**src/clock_source_select_32k_cfg.svh**
```systemverilog
// Constants of the 32 kHz clock source selector
`ifndef CLOCK_SOURCE_SELECT_32K_CFG_SVH
`define CLOCK_SOURCE_SELECT_32K_CFG_SVH

// ---------------------------------------------------------------
// Register byte offsets
// ---------------------------------------------------------------
`define CSS_OFF_CTRL        12'h000
`define CSS_OFF_STATUS      12'h004
`define CSS_OFF_EVENT       12'h008
`define CSS_OFF_MASK        12'h00c

// ---------------------------------------------------------------
// Control register fields
// ---------------------------------------------------------------
`define CSS_CTRL_PROC_EN    0
`define CSS_CTRL_RIGHTS     1
`define CSS_CTRL_LP_OFF_ON  2
`define CSS_CTRL_DRV_LO     3
`define CSS_CTRL_DRV_HI     4
`define CSS_CTRL_RESET      5'h01

// ---------------------------------------------------------------
// Event and mask bits
// ---------------------------------------------------------------
`define CSS_EV_SRC_CHANGE   0
`define CSS_MASK_RESET      1'h1

// ---------------------------------------------------------------
// Peripheral drive settings
// ---------------------------------------------------------------
`define CSS_DRV_DEFAULT     2'h0
`define CSS_DRV_STRONG      2'h1
`define CSS_DRV_HIGHZ       2'h2
`define CSS_DRV_WEAK        2'h3

// ---------------------------------------------------------------
// Crystal qualification: good edges needed, and a silence limit
// ---------------------------------------------------------------
`define CSS_XTAL_GOOD_EDGES 8'h40
`define CSS_XTAL_LOSS_TICKS 8'h04
// Arbitrary identification value
`define CSS_ID_VALUE        8'h5a

`endif

```
**src/clock_source_select_32k_pkg.sv**
```systemverilog
// Types of the 32 kHz clock source selector
package clock_source_select_32k_pkg;

   // Power states reported by the power state machine
   typedef enum logic [1:0] {
      PWR_OFF      = 2'b00,
      PWR_LOW_OFF  = 2'b01,
      PWR_ON       = 2'b10,
      PWR_STARTUP  = 2'b11
   } power_state_type;

   // Source switch sequencer
   typedef enum logic [1:0] {
      SRC_RC       = 2'b00,
      SRC_TO_XTAL  = 2'b01,
      SRC_XTAL     = 2'b10,
      SRC_TO_RC    = 2'b11
   } source_state_type;

endpackage

```
**src/clock_source_select_32k.sv**
```systemverilog
// Glitch-free 32 kHz source selector with clock output gating and APB
//
// The APB slave port and the register offsets were left to the implementer.
`timescale 1ns/10ps
`default_nettype none
`include "clock_source_select_32k_cfg.svh"

// Notes on behaviour
// Without a crystal, outputs and control run from the internal oscillator.
// A running, qualified crystal drives the clock outputs; loss detection still counts RC edges.
// During a switch the output holds a stable phase; no glitches.
// Crystal loss drops the selection back to the internal oscillator.
// Source status reads 0 for internal oscillator, 1 for crystal.
// Each source change sets a sticky flag; interrupt only when unmasked.
// Selected clock drives processor and peripheral outputs, gated by startup.
// Processor output can stay on in low-power off, applied by power state.
// Processor output enable resets to 1, only by backup power-on reset.
// Peripheral output only enabled by power state machine in normal on.
// Peripheral drive: 00 default, 01 strong, 11 weak, 10 high impedance.
// Crystal keeps running from backup cell without main supply.
// Rights protect mode keeps processor output enabled in every state.
// Backup power-on reset returns all contents of this block to their defaults.
// Crystal valid after a run of good edges; change event synchronised.
module clock_source_select_32k (
   input  wire logic                                      pclk,
   input  wire logic                                      presetn,
   input  wire logic                                      psel,
   input  wire logic                                      penable,
   input  wire logic                                      pwrite,
   input  wire logic [11:0]                               paddr,
   input  wire logic [31:0]                               pwdata,
   output logic      [31:0]                               prdata,
   output logic                                           pready,
   output logic                                           pslverr,
   input  wire logic                                      rc_clock,
   input  wire logic                                      xtal_clock,
   input  wire logic                                      main_supply_node,
   input  wire logic                                      startup_done,
   input  wire clock_source_select_32k_pkg::power_state_type power_state,
   output logic                                           processor_clock_out,
   output logic                                           peripheral_clock_out,
   output logic                                           peripheral_clock_oe,
   output logic      [1:0]                                peripheral_clock_drive_sel,
   output logic                                           clock_source_status,
   output logic                                           xtal_osc_enable,
   output logic                                           irq
);

   // ---------------------------------------------------------------
   // Local state
   // ---------------------------------------------------------------
   logic [4:0]  ctrl_q;
   logic        mask_q;
   logic        flag_q;
   logic [2:0]  rc_sync_q;
   logic [2:0]  xt_sync_q;
   logic [7:0]  good_cnt_q;
   logic [7:0]  loss_cnt_q;
   logic        xtal_valid_q;
   logic        sel_xtal_q;
   logic        src_change_q;
   logic        clk_q;
   clock_source_select_32k_pkg::source_state_type src_q;

   logic        rc_rise;
   logic        xt_rise;
   logic        wr_en;
   logic        rd_en;
   logic        mapped;
   logic        proc_en;
   logic        periph_en;

   // Edge test on the synchronised copies only, never the first stage
   function automatic logic rise(input logic [2:0] s);
      rise = s[1] & ~s[2];
   endfunction

   function automatic logic addr_is(input logic [11:0] a,
                                    input logic [11:0] off);
      addr_is = (a == off);
   endfunction

   assign rc_rise = rise(rc_sync_q);
   assign xt_rise = rise(xt_sync_q);

   // ---------------------------------------------------------------
   // APB slave
   // ---------------------------------------------------------------
   assign mapped = addr_is(paddr, `CSS_OFF_CTRL)   |
                   addr_is(paddr, `CSS_OFF_STATUS) |
                   addr_is(paddr, `CSS_OFF_EVENT)  |
                   addr_is(paddr, `CSS_OFF_MASK);
   assign pready  = 1'b1;
   assign pslverr = psel & penable & ~mapped;
   assign wr_en   = psel & penable & pwrite & mapped;
   assign rd_en   = psel & penable & ~pwrite;

   // Control register; only the backup reset restores defaults
   always_ff @(posedge pclk or negedge presetn) begin
      if (!presetn) begin
         ctrl_q <= `CSS_CTRL_RESET;
      end else if (wr_en && addr_is(paddr, `CSS_OFF_CTRL)) begin
         ctrl_q <= pwdata[4:0];
      end
   end

   // Mask register, masked after reset
   always_ff @(posedge pclk or negedge presetn) begin
      if (!presetn) begin
         mask_q <= `CSS_MASK_RESET;
      end else if (wr_en && addr_is(paddr, `CSS_OFF_MASK)) begin
         mask_q <= pwdata[`CSS_EV_SRC_CHANGE];
      end
   end

   // Sticky change flag; a read clears it, a new change wins
   always_ff @(posedge pclk or negedge presetn) begin
      if (!presetn) begin
         flag_q <= 1'b0;
      end else if (src_change_q) begin
         flag_q <= 1'b1;
      end else if (rd_en && addr_is(paddr, `CSS_OFF_EVENT) && prdata[0]) begin
         flag_q <= 1'b0;
      end
   end

   assign irq = flag_q & ~mask_q;

   // Read data, registered in the setup cycle so it is ready at access
   always_ff @(posedge pclk or negedge presetn) begin
      if (!presetn) begin
         prdata <= 32'h0000_0000;
      end else if (psel && !penable && !pwrite) begin
         unique case (paddr)
            `CSS_OFF_CTRL:   prdata <= {27'h0, ctrl_q};
            `CSS_OFF_STATUS: prdata <= {16'h0, `CSS_ID_VALUE, 5'h0,
                                        xtal_valid_q, sel_xtal_q,
                                        sel_xtal_q};
            `CSS_OFF_EVENT:  prdata <= {31'h0, flag_q};
            `CSS_OFF_MASK:   prdata <= {31'h0, mask_q};
            default:         prdata <= 32'h0000_0000;
         endcase
      end
   end

   // ---------------------------------------------------------------
   // Source clock sampling and crystal qualification
   // ---------------------------------------------------------------
   always_ff @(posedge pclk or negedge presetn) begin
      if (!presetn) begin
         rc_sync_q <= 3'h0;
         xt_sync_q <= 3'h0;
      end else begin
         rc_sync_q <= {rc_sync_q[1:0], rc_clock};
         xt_sync_q <= {xt_sync_q[1:0], xtal_clock};
      end
   end

   // Count crystal edges, and RC edges between crystal edges; silence means loss
   always_ff @(posedge pclk or negedge presetn) begin
      if (!presetn) begin
         good_cnt_q   <= 8'h00;
         loss_cnt_q   <= 8'h00;
         xtal_valid_q <= 1'b0;
      end else begin
         if (xt_rise) begin
            loss_cnt_q <= 8'h00;
            if (good_cnt_q != `CSS_XTAL_GOOD_EDGES) begin
               good_cnt_q <= good_cnt_q + 8'h01;
            end else begin
               xtal_valid_q <= 1'b1;
            end
         end else if (rc_rise) begin
            if (loss_cnt_q == `CSS_XTAL_LOSS_TICKS) begin
               good_cnt_q   <= 8'h00;
               xtal_valid_q <= 1'b0;
            end else begin
               loss_cnt_q <= loss_cnt_q + 8'h01;
            end
         end
      end
   end

   // The crystal oscillator stays powered on backup as well
   assign xtal_osc_enable = 1'b1;

   // ---------------------------------------------------------------
   // Switch sequencer: hand over only while RC is low and target low
   // ---------------------------------------------------------------
   always_ff @(posedge pclk or negedge presetn) begin
      if (!presetn) begin
         src_q        <= clock_source_select_32k_pkg::SRC_RC;
         sel_xtal_q   <= 1'b0;
         src_change_q <= 1'b0;
      end else begin
         src_change_q <= 1'b0;
         unique case (src_q)
            clock_source_select_32k_pkg::SRC_RC: begin
               if (xtal_valid_q) begin
                  src_q <= clock_source_select_32k_pkg::SRC_TO_XTAL;
               end
            end
            clock_source_select_32k_pkg::SRC_TO_XTAL: begin
               if (!xtal_valid_q) begin
                  src_q <= clock_source_select_32k_pkg::SRC_RC;
               end else if (!rc_sync_q[1] && !xt_sync_q[1]) begin
                  src_q        <= clock_source_select_32k_pkg::SRC_XTAL;
                  sel_xtal_q   <= 1'b1;
                  src_change_q <= 1'b1;
               end
            end
            clock_source_select_32k_pkg::SRC_XTAL: begin
               if (!xtal_valid_q) begin
                  src_q <= clock_source_select_32k_pkg::SRC_TO_RC;
               end
            end
            clock_source_select_32k_pkg::SRC_TO_RC: begin
               if (!rc_sync_q[1]) begin
                  src_q        <= clock_source_select_32k_pkg::SRC_RC;
                  sel_xtal_q   <= 1'b0;
                  src_change_q <= 1'b1;
               end
            end
         endcase
      end
   end

   assign clock_source_status = sel_xtal_q;

   // Output clock: holds its level in the switch states
   always_ff @(posedge pclk or negedge presetn) begin
      if (!presetn) begin
         clk_q <= 1'b0;
      end else begin
         unique case (src_q)
            clock_source_select_32k_pkg::SRC_RC:   clk_q <= rc_sync_q[1];
            clock_source_select_32k_pkg::SRC_XTAL: clk_q <= xt_sync_q[1];
            default:                               clk_q <= clk_q;
         endcase
      end
   end

   // ---------------------------------------------------------------
   // Output gating
   // ---------------------------------------------------------------
   always_comb begin
      proc_en = 1'b0;
      if (startup_done && ctrl_q[`CSS_CTRL_PROC_EN]) begin
         unique case (power_state)
            clock_source_select_32k_pkg::PWR_ON:      proc_en = 1'b1;
            clock_source_select_32k_pkg::PWR_STARTUP: proc_en = 1'b1;
            clock_source_select_32k_pkg::PWR_LOW_OFF:
               proc_en = ctrl_q[`CSS_CTRL_LP_OFF_ON]
                       | ctrl_q[`CSS_CTRL_RIGHTS];
            clock_source_select_32k_pkg::PWR_OFF:
               proc_en = ctrl_q[`CSS_CTRL_RIGHTS];
         endcase
      end
      if (ctrl_q[`CSS_CTRL_RIGHTS]) begin
         proc_en = 1'b1;
      end
   end

   assign periph_en = startup_done &
      (power_state == clock_source_select_32k_pkg::PWR_ON);

   // Registered clock outputs and drive setting
   always_ff @(posedge pclk or negedge presetn) begin
      if (!presetn) begin
         processor_clock_out        <= 1'b0;
         peripheral_clock_out       <= 1'b0;
         peripheral_clock_oe        <= 1'b0;
         peripheral_clock_drive_sel <= `CSS_DRV_DEFAULT;
      end else begin
         processor_clock_out  <= clk_q & proc_en;
         peripheral_clock_out <= clk_q & periph_en;
         peripheral_clock_oe  <= (ctrl_q[`CSS_CTRL_DRV_HI:`CSS_CTRL_DRV_LO]
                                  != `CSS_DRV_HIGHZ);
         peripheral_clock_drive_sel <=
            ctrl_q[`CSS_CTRL_DRV_HI:`CSS_CTRL_DRV_LO];
      end
   end

endmodule
`default_nettype wire

```
**config.mk**
```make
export PLATFORM = sky130hd
export DESIGN_NAME = clock_source_select_32k
export DESIGN_NICKNAME = d
export VERILOG_FILES = /design/src/clock_source_select_32k_pkg.sv /design/src/clock_source_select_32k.sv
export VERILOG_INCLUDE_DIRS = /design/src
export SDC_FILE = /design/constraint.sdc
export NUM_CORES = 1
export LEC_CHECK = 0
export BUFFER_PORTS_ARGS = -buffer_cell sky130_fd_sc_hd__buf_2
export CORE_MARGIN = 2
export CORE_UTILIZATION = 48
export DETAILED_ROUTE_END_ITERATION = 8
export PLACE_DENSITY = 0.79
export SLEW_MARGIN = 0
export SYNTH_ARGS = -nofsm -noshare
export SYNTH_HDL_FRONTEND = slang
export SYNTH_SLANG_ARGS = --single-unit
```
**constraint.sdc**
```tcl
create_clock -name pclk -period 2.9 [get_ports pclk]
set_input_delay 0.58 -clock pclk [delete_from_list [all_inputs] [get_ports pclk]]
set_output_delay 0.58 -clock pclk [all_outputs]
set_load 0.05 [all_outputs]
```
=== Word level (Yosys, flattened, before mapping) ===
Index checks and enable logic that the tools add are counted.

* Register bits: 72
* Output and inout port bits: 42
* Bits of input ports: 55
* Word-level logic and storage cells: 118

* Add/sub/neg operators: 2
* Bitwise logic cells: 20
* Equality and inequality tests: 21
* Mux-type cells: 32
* Reduce and logical (&&, ||, !) cells: 26

{| class="wikitable"
|+ Operator list
! kind !! count
|-
| case mux 15 bit (4 select lines) || 1
|-
| two-way mux 8 bit || 7
|-
| equality test 12 x 4 -> 1 bit (second input constant) || 2
|-
| adder 8 x 1 -> 8 bit (second input constant) || 2
|-
| != test 2 bit (second input constant) || 8
|-
| two-way mux 1 bit || 14
|-
| equality test 12 x 3 -> 1 bit (second input constant) || 1
|-
| logical NOT 12 bit || 1
|-
| AND 1 bit || 11
|-
| two-way mux 2 bit || 5
|-
| nonzero test 2 bit || 5
|-
| equality test 2 bit (second input constant) || 4
|-
| equality test 8 x 3 -> 1 bit (second input constant) || 1
|-
| logical AND 1 bit || 8
|-
| != test 8 x 7 -> 1 bit (second input constant) || 1
|-
| case mux 2 bit (4 select lines) || 1
|-
| AND reduction 4 bit || 2
|-
| case mux 1 bit (2 select lines) || 3
|-
| AND reduction 3 bit || 2
|-
| NOT 1 bit || 5
|-
| equality test 2 x 1 -> 1 bit (second input constant) || 2
|-
| logical NOT 1 bit || 4
|-
| logical NOT 2 bit || 2
|-
| bitwise OR 1 bit || 4
|-
| 5 further kinds || 5
|}

=== Depth between registers and ports, before layout ===
Gate-level depths: netlist (run 1).

* Depth in word-level cells: 6
* Mapped depth: 6
* Depth with buffers taken out: 5

=== Least setup slack after synthesis (run 1) ===
No wires, ideal clock.

* Path kind: input -> output
* From: input paddr[11]
* To: output pslverr
* Data required time: 2.320 ns
* Data arrival time: 2.067 ns
* Path buffers: 1
* Setup slack: 0.253 ns
* Stages on the path: 4
* Cells stage by stage: or4_4 or4_4 buf_6 and3_2

* Longest elaborated chain between the ends: 6
* Elaborated cells between the ends (all ways): 9
* Classes of those cells: eq/ne (3); bitwise (5); reduce/logical (1)

{| class="wikitable"
|+ Ends and longest elaborated chain
! element !! RTL line !! RTL
|-
| start: declaration || clock_source_select_32k.sv:30 || <nowiki>input wire logic [11:0] paddr,</nowiki>
|-
| equality test 12 x 3 -> 1 bit or logical NOT 12 bit (tied branches) || clock_source_select_32k.sv:80 || <nowiki>addr_is = (a == off);</nowiki>
|-
| bitwise OR 1 bit (2 in a row) || clock_source_select_32k.sv:89 || <nowiki>assign mapped = addr_is(paddr, `CSS_OFF_CTRL) |</nowiki>
|-
| bitwise OR 1 bit (*) || clock_source_select_32k.sv:89 ||
|-
| NOT 1 bit (*) || clock_source_select_32k.sv:94 || <nowiki>assign pslverr = psel & penable & ~mapped;</nowiki>
|-
| AND 1 bit (*) || clock_source_select_32k.sv:94 ||
|-
| end: declaration || clock_source_select_32k.sv:34 || <nowiki>output logic pslverr,</nowiki>
|}

Every way passes the cells marked *; elsewhere a longest branch is shown, timed or not.

=== Final worst setup path (run 1) ===
Ends and elaborated chain as after synthesis.

==> results of run 1 <==
[kinds of logic (layout without fill, tap and decap cells)]
| family | Yosys count | in the layout | share of synthesized area |
|---|---|---|---|
| buf+inv | 46 | 65 | 0.124 |
| simple gates | 75 | 75 | 0.189 |
| compound gates | 45 | 45 | 0.126 |
| mux | 13 | 13 | 0.0619 |
| flops | 46 | 46 | 0.476 |
| other cells | 2 | 25 | 0.00310 |
| fa+ha+maj | 4 | 4 | 0.0206 |
[worst max-delay path, cell delays in order]
cell and delay (ns):
sky130_fd_sc_hd__buf_2 0.10, sky130_fd_sc_hd__or4_4 0.55, sky130_fd_sc_hd__or4_4 0.50, sky130_fd_sc_hd__and3_2 0.22
sky130_fd_sc_hd__buf_2 0.20
[power groups by stage]
| stage | registers [mW] | clock network (mW) | logic (mW) |
|---|---|---|---|
| floorplan | 0.733 | 0 | 0.219 |
| global route | 0.740 | 0.440 | 0.281 |
| global placement | 0.741 | 0 | 0.242 |
| finish | 0.733 | 0.400 | 0.251 |
| CTS | 0.732 | 0.416 | 0.253 |
| detailed placement | 0.744 | 0 | 0.252 |
[layer usage]
layer,track usage,vias to the layer above
met1,0.196,842
met5,0,-
met2,0.287,58
li1,-,870
met4,0.0595,0
met3,0.0482,2
[flip-flops by register name, indices dropped and copies added (netlist names), 2 cells and up, named ones only]
signal	count
peripheral_clock_drive_sel	2
rc_sync_q	3
good_cnt_q	8
xt_sync_q	3
ctrl_q	5
prdata	6
loss_cnt_q	8
[cells in the mapped netlist, drive strengths merged, types with 2 or more instances]
cell type	count
nand3	3
nand2	22
dfrtp	44
mux2i	6
mux2	6
o21ai	11
nor4	2
o41ai	3
a211oi	3
or4	6
ha	4
o31ai	5
clkbuf	3
nand2b	5
inv	11
nor4b	3
nand4	6
conb	2
nand4b	2
nand3b	2
or3	7
buf	32
a311o	2
nor2b	4
nor2	6
a21oi	15
dfstp	2
or3b	2
[final cells by class]
type                       count  area (um2)  area share
tap                           67        83.8      0.0314
clock inverter                 3        23.8     0.00891
inverter                      11        41.3      0.0155
multi-input combinational    162        1060       0.397
clock buffer                   5        68.8      0.0258
timing repair buffer          46         238      0.0891
sequential                    46        1150       0.432
[how the worst min path moves through the flow]
stage / start / endpoint / slack (ns) / depth (start not counted)
final: xt_sync_q[0] / xt_sync_q[1] / 0.36 / 0
after floorplan: presetn / asynchronous set/reset pin / 0.28 / 0
after detailed placement: xt_sync_q[0] / xt_sync_q[1] / 0.34 / 0
after CTS: xt_sync_q[0] / xt_sync_q[1] / 0.36 / 0
after global placement: rc_sync_q[0] / rc_sync_q[1] / 0.33 / 0
after global routing: rc_clock / rc_sync_q[0] / 0.37 / 1
==> results.py, run 1 <==
metrics = {
    "run_status": {
        "status": "completed",
    },
    "placement": {
        "detailedPlacementHpwl_mm": 3.21,
        "preCtsSetupSlack_ns": 0.160,
        "post_dp_cell_area_mm2": 0.00257,
        "placer_congestion": 0.795,
        "placed_cells": 332,
        "port-buffer-count": 43,
    },
    "pwr": {
        "cellPowerDensity_mw_per_mm2": 519,
        "power.switching_mw": 0.459,
        "internal_power_mw": 0.925,
        "totalPowerFinal_mw": 1.38,
        "share_comb_of_total_power": 0.181,
        "p_sw_frac": 0.332,
        "power_frac_seq": 0.530,
        "worst_ir_drop_vdd_mv": 0.338,
        "p_leak_nw": 1.25,
        "share_of_total_power_in_the_clock_network": 0.289,
    },
    "routing": {
        "final_antenna_net_count": 0,
        "vias": 1772,
        "number_of_remaining_drc_errors": 0,
        "via_per_inst": 5.21,
        "drt_pass1_iterations": 4,
        "initialDrtViolationCount": 75,
        "detailed_route_wl_mm": 4.36,
        "top_signal_layer_used": "met4",
        "met1Wirelength_mm": 1.95,
        "route.met3.wl_um": 236,
        "met2_wirelength_mm": 2.15,
        "avgRoutedWirePerCell_um": 12.8,
    },
    "clocking": {
        "ctsResizeCount": 0,
        "cts_htree_levels": 2,
        "clk_latency_ns": 0.30,
        "cts-root-to-sink-buffers": 2,
        "tritoncts.num_buffers": 5,
        "clock_tree.root_cell": "sky130_fd_sc_hd__clkbuf_8",
        "clk_transition_reported_paths_ns": 0.09,
        "ctsHoldBuffers": 0,
        "cts_tree": "built",
        "number_of_clock_sinks": 46,
        "cts_setup_buffers": 0,
    },
    "logic_synthesis": {
        "ys.warnings.count": 0,
        "synth_area_leaders": "sky130_fd_sc_hd__dfrtp_1 45%, sky130_fd_sc_hd__buf_4 8.7%, sky130_fd_sc_hd__nand2_1 3.4%, sky130_fd_sc_hd__a21oi_1 3.1%, sky130_fd_sc_hd__mux2_2 2.8%",
        "seq_area_frac_synth": 0.476,
        "syn_std_cell_area_mm2": 0.00243,
        "synth-edff-count": 0,
        "yosys.area.top_type_share": 0.454,
        "netlist-cell-type-count": 44,
        "syn_avg_cell_area_um2": 10.5,
        "synth_top_flop_cell": "sky130_fd_sc_hd__dfrtp_1",
        "ys_seq_elements": 46,
        "async_flop_share": 1.00,
        "yosys.area.top_type": "sky130_fd_sc_hd__dfrtp_1",
        "synthesis.instances": 231,
    },
    "sta": {
        "finalWorstPathRequiredPeriod_ns": 2.73,
        "report.final.hold_viol_count": 0,
        "timing.clock.skew_ns": 0.00685,
        "whs_ns": 0.358,
        "number_of_failing_setup_endpoints_in_the_final_timing_report": 0,
        "final.setup.worst_slack_ns": 0.167,
        "tcrit_tclk_final": 0.942,
        "final_max_slew_viol_count": 0,
        "tightest_slew_ns": 1.01,
        "rsz0062_at_grt": "false",
        "achievable-frequency_mhz": 366,
        "worst_slew_margin_rel": 0.329,
        "tns_ns": 0,
    },
    "die": {
        "row_count": 25,
        "number_of_ports_placed_on_the_die_boundary": 97,
        "die-width_um": 75.1,
        "floorplan.die.height_um": 75.1,
        "die_area_mm2": 0.00564,
        "placeableCoreArea_mm2": 0.00479,
        "initial_utilization": 0.507,
    },
    "setup_path": {
        "critical_path.endpoint": "pslverr",
        "timing.rr.end": "good_cnt_q[0]",
        "crit_path_start_kind": "input pin",
        "worstSetupEndpointType": "output pin",
        "worst-r2r-setup-slack_ns": 0.88,
        "crit_start": "paddr[11]",
        "crit_required_ns": 2.32,
        "ff2ff_path_depth": 6,
        "path_class": "input pin to output pin",
        "launch_point_of_the_worst_reg_to_reg_path": "loss_cnt_q[0]",
        "critical_path.max_fanout": 3,
        "cp_data_arrival_time_ns": 2.15,
    },
    "global_route": {
        "globalRoute.totalOverflow": 0,
        "antenna_found_initial": 0,
        "grt_first_pass_wirelength_mm": 7.15,
        "grt_pass1_vias": 1657,
        "largest_net_degree_at_the_start_of_global_routing": 47,
        "global_route.usage.total": 0.166,
    },
    "final_layout": {
        "num_antenna_cells": 0,
        "most_frequent_standard_cell_in_the_layout_excluding_fill_and_tap_cells": "sky130_fd_sc_hd__dfrtp_1",
        "final_core_utilization": 0.557,
        "final_cell_mix": "44 x sky130_fd_sc_hd__dfrtp_1, 43 x sky130_fd_sc_hd__buf_2, 25 x sky130_fd_sc_hd__conb_1",
        "finish.cell_count_without_fillers": 340,
        "area_growth_pct": 9.95,
        "share_of_cells_above_drive_strength_1": 0.267,
        "nFillCells": 430,
        "final_nets": 331,
        "finish.instance_area_mm2": 0.00267,
    },
    "job": {
        "cap_violations": 0,
    },
    "worst_hold_path": {
        "hold_class": "flop to flop",
    },
}
(Power assumes the default switching activity.)
==> run 2: changes to the inputs <==
==> constraint.sdc (replaced) <==
create_clock -name pclk -period 2.9 [get_ports pclk]
set_input_delay 0.145 -clock pclk [delete_from_list [all_inputs] [get_ports pclk]]
set_output_delay 0.145 -clock pclk [all_outputs]
set_load 0.05 [all_outputs]
==> results.py, run 2 (synthesized netlist as in run 1, its figures left out) <==
metrics = {
    "die": {
        "placeableCoreArea_mm2": 0.00479,
        "initial_utilization": 0.507,
        "die-width_um": 75.1,
        "floorplan.die.height_um": 75.1,
        "row_count": 25,
        "die_area_mm2": 0.00564,
        "number_of_ports_placed_on_the_die_boundary": 97,
    },
    "pwr": {
        "totalPowerFinal_mw": 1.38,
        "power_frac_seq": 0.528,
        "worst_ir_drop_vdd_mv": 0.401,
        "share_of_total_power_in_the_clock_network": 0.292,
        "share_comb_of_total_power": 0.181,
        "p_sw_frac": 0.332,
        "power.switching_mw": 0.459,
        "p_leak_nw": 1.26,
        "internal_power_mw": 0.926,
        "cellPowerDensity_mw_per_mm2": 517,
    },
    "final_layout": {
        "nFillCells": 434,
        "finish.cell_count_without_fillers": 341,
        "final_cell_mix": "44 x sky130_fd_sc_hd__dfrtp_1, 43 x sky130_fd_sc_hd__buf_2, 25 x sky130_fd_sc_hd__conb_1",
        "share_of_cells_above_drive_strength_1": 0.263,
        "most_frequent_standard_cell_in_the_layout_excluding_fill_and_tap_cells": "sky130_fd_sc_hd__dfrtp_1",
        "final_nets": 332,
        "final_core_utilization": 0.560,
        "area_growth_pct": 10.5,
        "top_regs": "good_cnt_q (8), loss_cnt_q (8), prdata (6)",
        "num_antenna_cells": 0,
    },
    "routing": {
        "via_per_inst": 5.11,
        "avgRoutedWirePerCell_um": 12.3,
        "vias": 1743,
        "drt_pass1_iterations": 4,
        "final_antenna_net_count": 0,
        "number_of_remaining_drc_errors": 0,
        "detailed_route_wl_mm": 4.19,
        "initialDrtViolationCount": 52,
    },
    "clocking": {
        "clock_tree.root_cell": "sky130_fd_sc_hd__clkbuf_8",
        "tritoncts.num_buffers": 5,
        "number_of_clock_sinks": 46,
        "clk_transition_reported_paths_ns": 0.09,
        "clk_latency_ns": 0.30,
        "cts-root-to-sink-buffers": 2,
        "cts_tree": "built",
        "cts_htree_levels": 2,
        "ctsHoldBuffers": 2,
        "cts_setup_buffers": 0,
        "ctsResizeCount": 0,
    },
    "setup_path": {
        "cp_data_arrival_time_ns": 1.81,
        "path_class": "input pin to output pin",
        "critical_path.max_fanout": 8,
        "slowest_stage": "sky130_fd_sc_hd__or4_4",
        "path_cells": "buf_2 > or4_4 > or4_4 > and3_2 > buf_2",
        "crit_required_ns": 2.76,
        "crit_path_start_kind": "input pin",
        "slowest_stage_delay_cp_ns": 0.57,
        "worstPathBufferInverterCount": 2,
        "worst_path_dominant_cell_family": "simple AND/OR/NAND/NOR gates",
        "crit_start": "paddr[11]",
        "worstSetupEndpointType": "output pin",
        "launch_point_of_the_worst_reg_to_reg_path": "loss_cnt_q[0]",
    },
    "global_route": {
        "grt_first_pass_wirelength_mm": 7.05,
        "globalRoute.totalOverflow": 0,
        "global_route.usage.total": 0.161,
        "antenna_found_initial": 0,
        "grt_pass1_vias": 1615,
        "largest_net_degree_at_the_start_of_global_routing": 47,
    },
    "sta": {
        "finalWorstPathRequiredPeriod_ns": 1.95,
        "final_max_slew_viol_count": 0,
        "worst_slew_margin_rel": 0.328,
        "tcrit_tclk_final": 0.674,
        "tns_ns": 0,
        "report.final.hold_viol_count": 0,
        "timing.clock.skew_ns": 0.00830,
        "achievable-frequency_mhz": 512,
        "rsz0062_at_grt": "false",
        "number_of_failing_setup_endpoints_in_the_final_timing_report": 0,
        "tightest_slew_ns": 1.01,
    },
    "placement": {
        "placer_congestion": 0.800,
        "detailedPlacementHpwl_mm": 3.10,
        "port-buffer-count": 43,
        "placed_cells": 331,
    },
    "worst_hold_path": {
        "hold_class": "input pin to asynchronous set/reset pin",
    },
    "job": {
        "cap_violations": 0,
    },
    "run_status": {
        "status": "completed",
    },
}
==> run 2: cell types whose count changed in the layout (fill, tap and decap cells not counted) <==
| cell | before | now |
|---|---|---|
| sky130_fd_sc_hd__buf_4 | 3 | 2 |
| sky130_fd_sc_hd__dlygate4sd3_1 | 0 | 2 |
==> run 2: worst register-to-register path: cells and delay by family, from the launching register on <==
kind            cells  cell delay, ns
simple gates        2            0.84
flops               1            0.42
buf+inv             2            0.30
fa+ha+maj           1            0.14
compound gates      1            0.08
==> run 2: final timing paths <==
check | to | cells after the start | slack [ns]
worst min-delay path | prdata[1] | 1 | 0.005
min in group pclk | ctrl_q[1] | 2 | 0.06
max in group asynchronous | rc_sync_q[1] | 1 | 2.27
worst max-delay path | pslverr | 5 | 0.95
worst min register to register | rc_sync_q[1] | 0 | 0.36
worst max register to register | good_cnt_q[0] | 6 | 0.99
==> run 2: stage by stage <==
step	area (um2)	hold WS (ns)	worst slack, ns
detailed placement	2570	0.254	0.942
finish	2680	0.00521	0.945
global placement	2570	0.253	0.948
floorplan	2510	-0.151	1.11
CTS	2680	0.0352	0.942
global route	2680	0.0663	0.744
==> run 2: cell type report <==
| cell class | instances | area [um2] | area share |
|---|---|---|---|
| tap | 67 | 83.8 | 0.0313 |
| sequential | 46 | 1150 | 0.430 |
| multi-input combinational | 162 | 1060 | 0.395 |
| inverter | 11 | 41.3 | 0.0154 |
| clock buffer | 5 | 68.8 | 0.0257 |
| timing repair buffer | 47 | 250 | 0.0934 |
| clock inverter | 3 | 23.8 | 0.00887 |
==> run 2: power by group through the flow <==
| stage | Sequential, mW | Combinational [mW] | Clock [mW] |
|---|---|---|---|
| 5_1_grt | 0.741 | 0.287 | 0.439 |
| 2_1_floorplan | 0.733 | 0.219 | 0 |
| 3_5_place_dp | 0.743 | 0.249 | 0 |
| 6_report | 0.731 | 0.251 | 0.404 |
| 4_1_cts | 0.731 | 0.252 | 0.413 |
| 3_3_place_gp | 0.741 | 0.241 | 0 |
==> run 2: per-layer routing <==
metal	up-vias	part of all wire	routed length (um)	global-route usage
met3	6	0.060	251	0.0375
li1	858	-	-	-
met5	-	0	0	0
met1	831	0.46	1950	0.209
met2	48	0.47	1950	0.270
met4	0	0.0095	40	0.0476
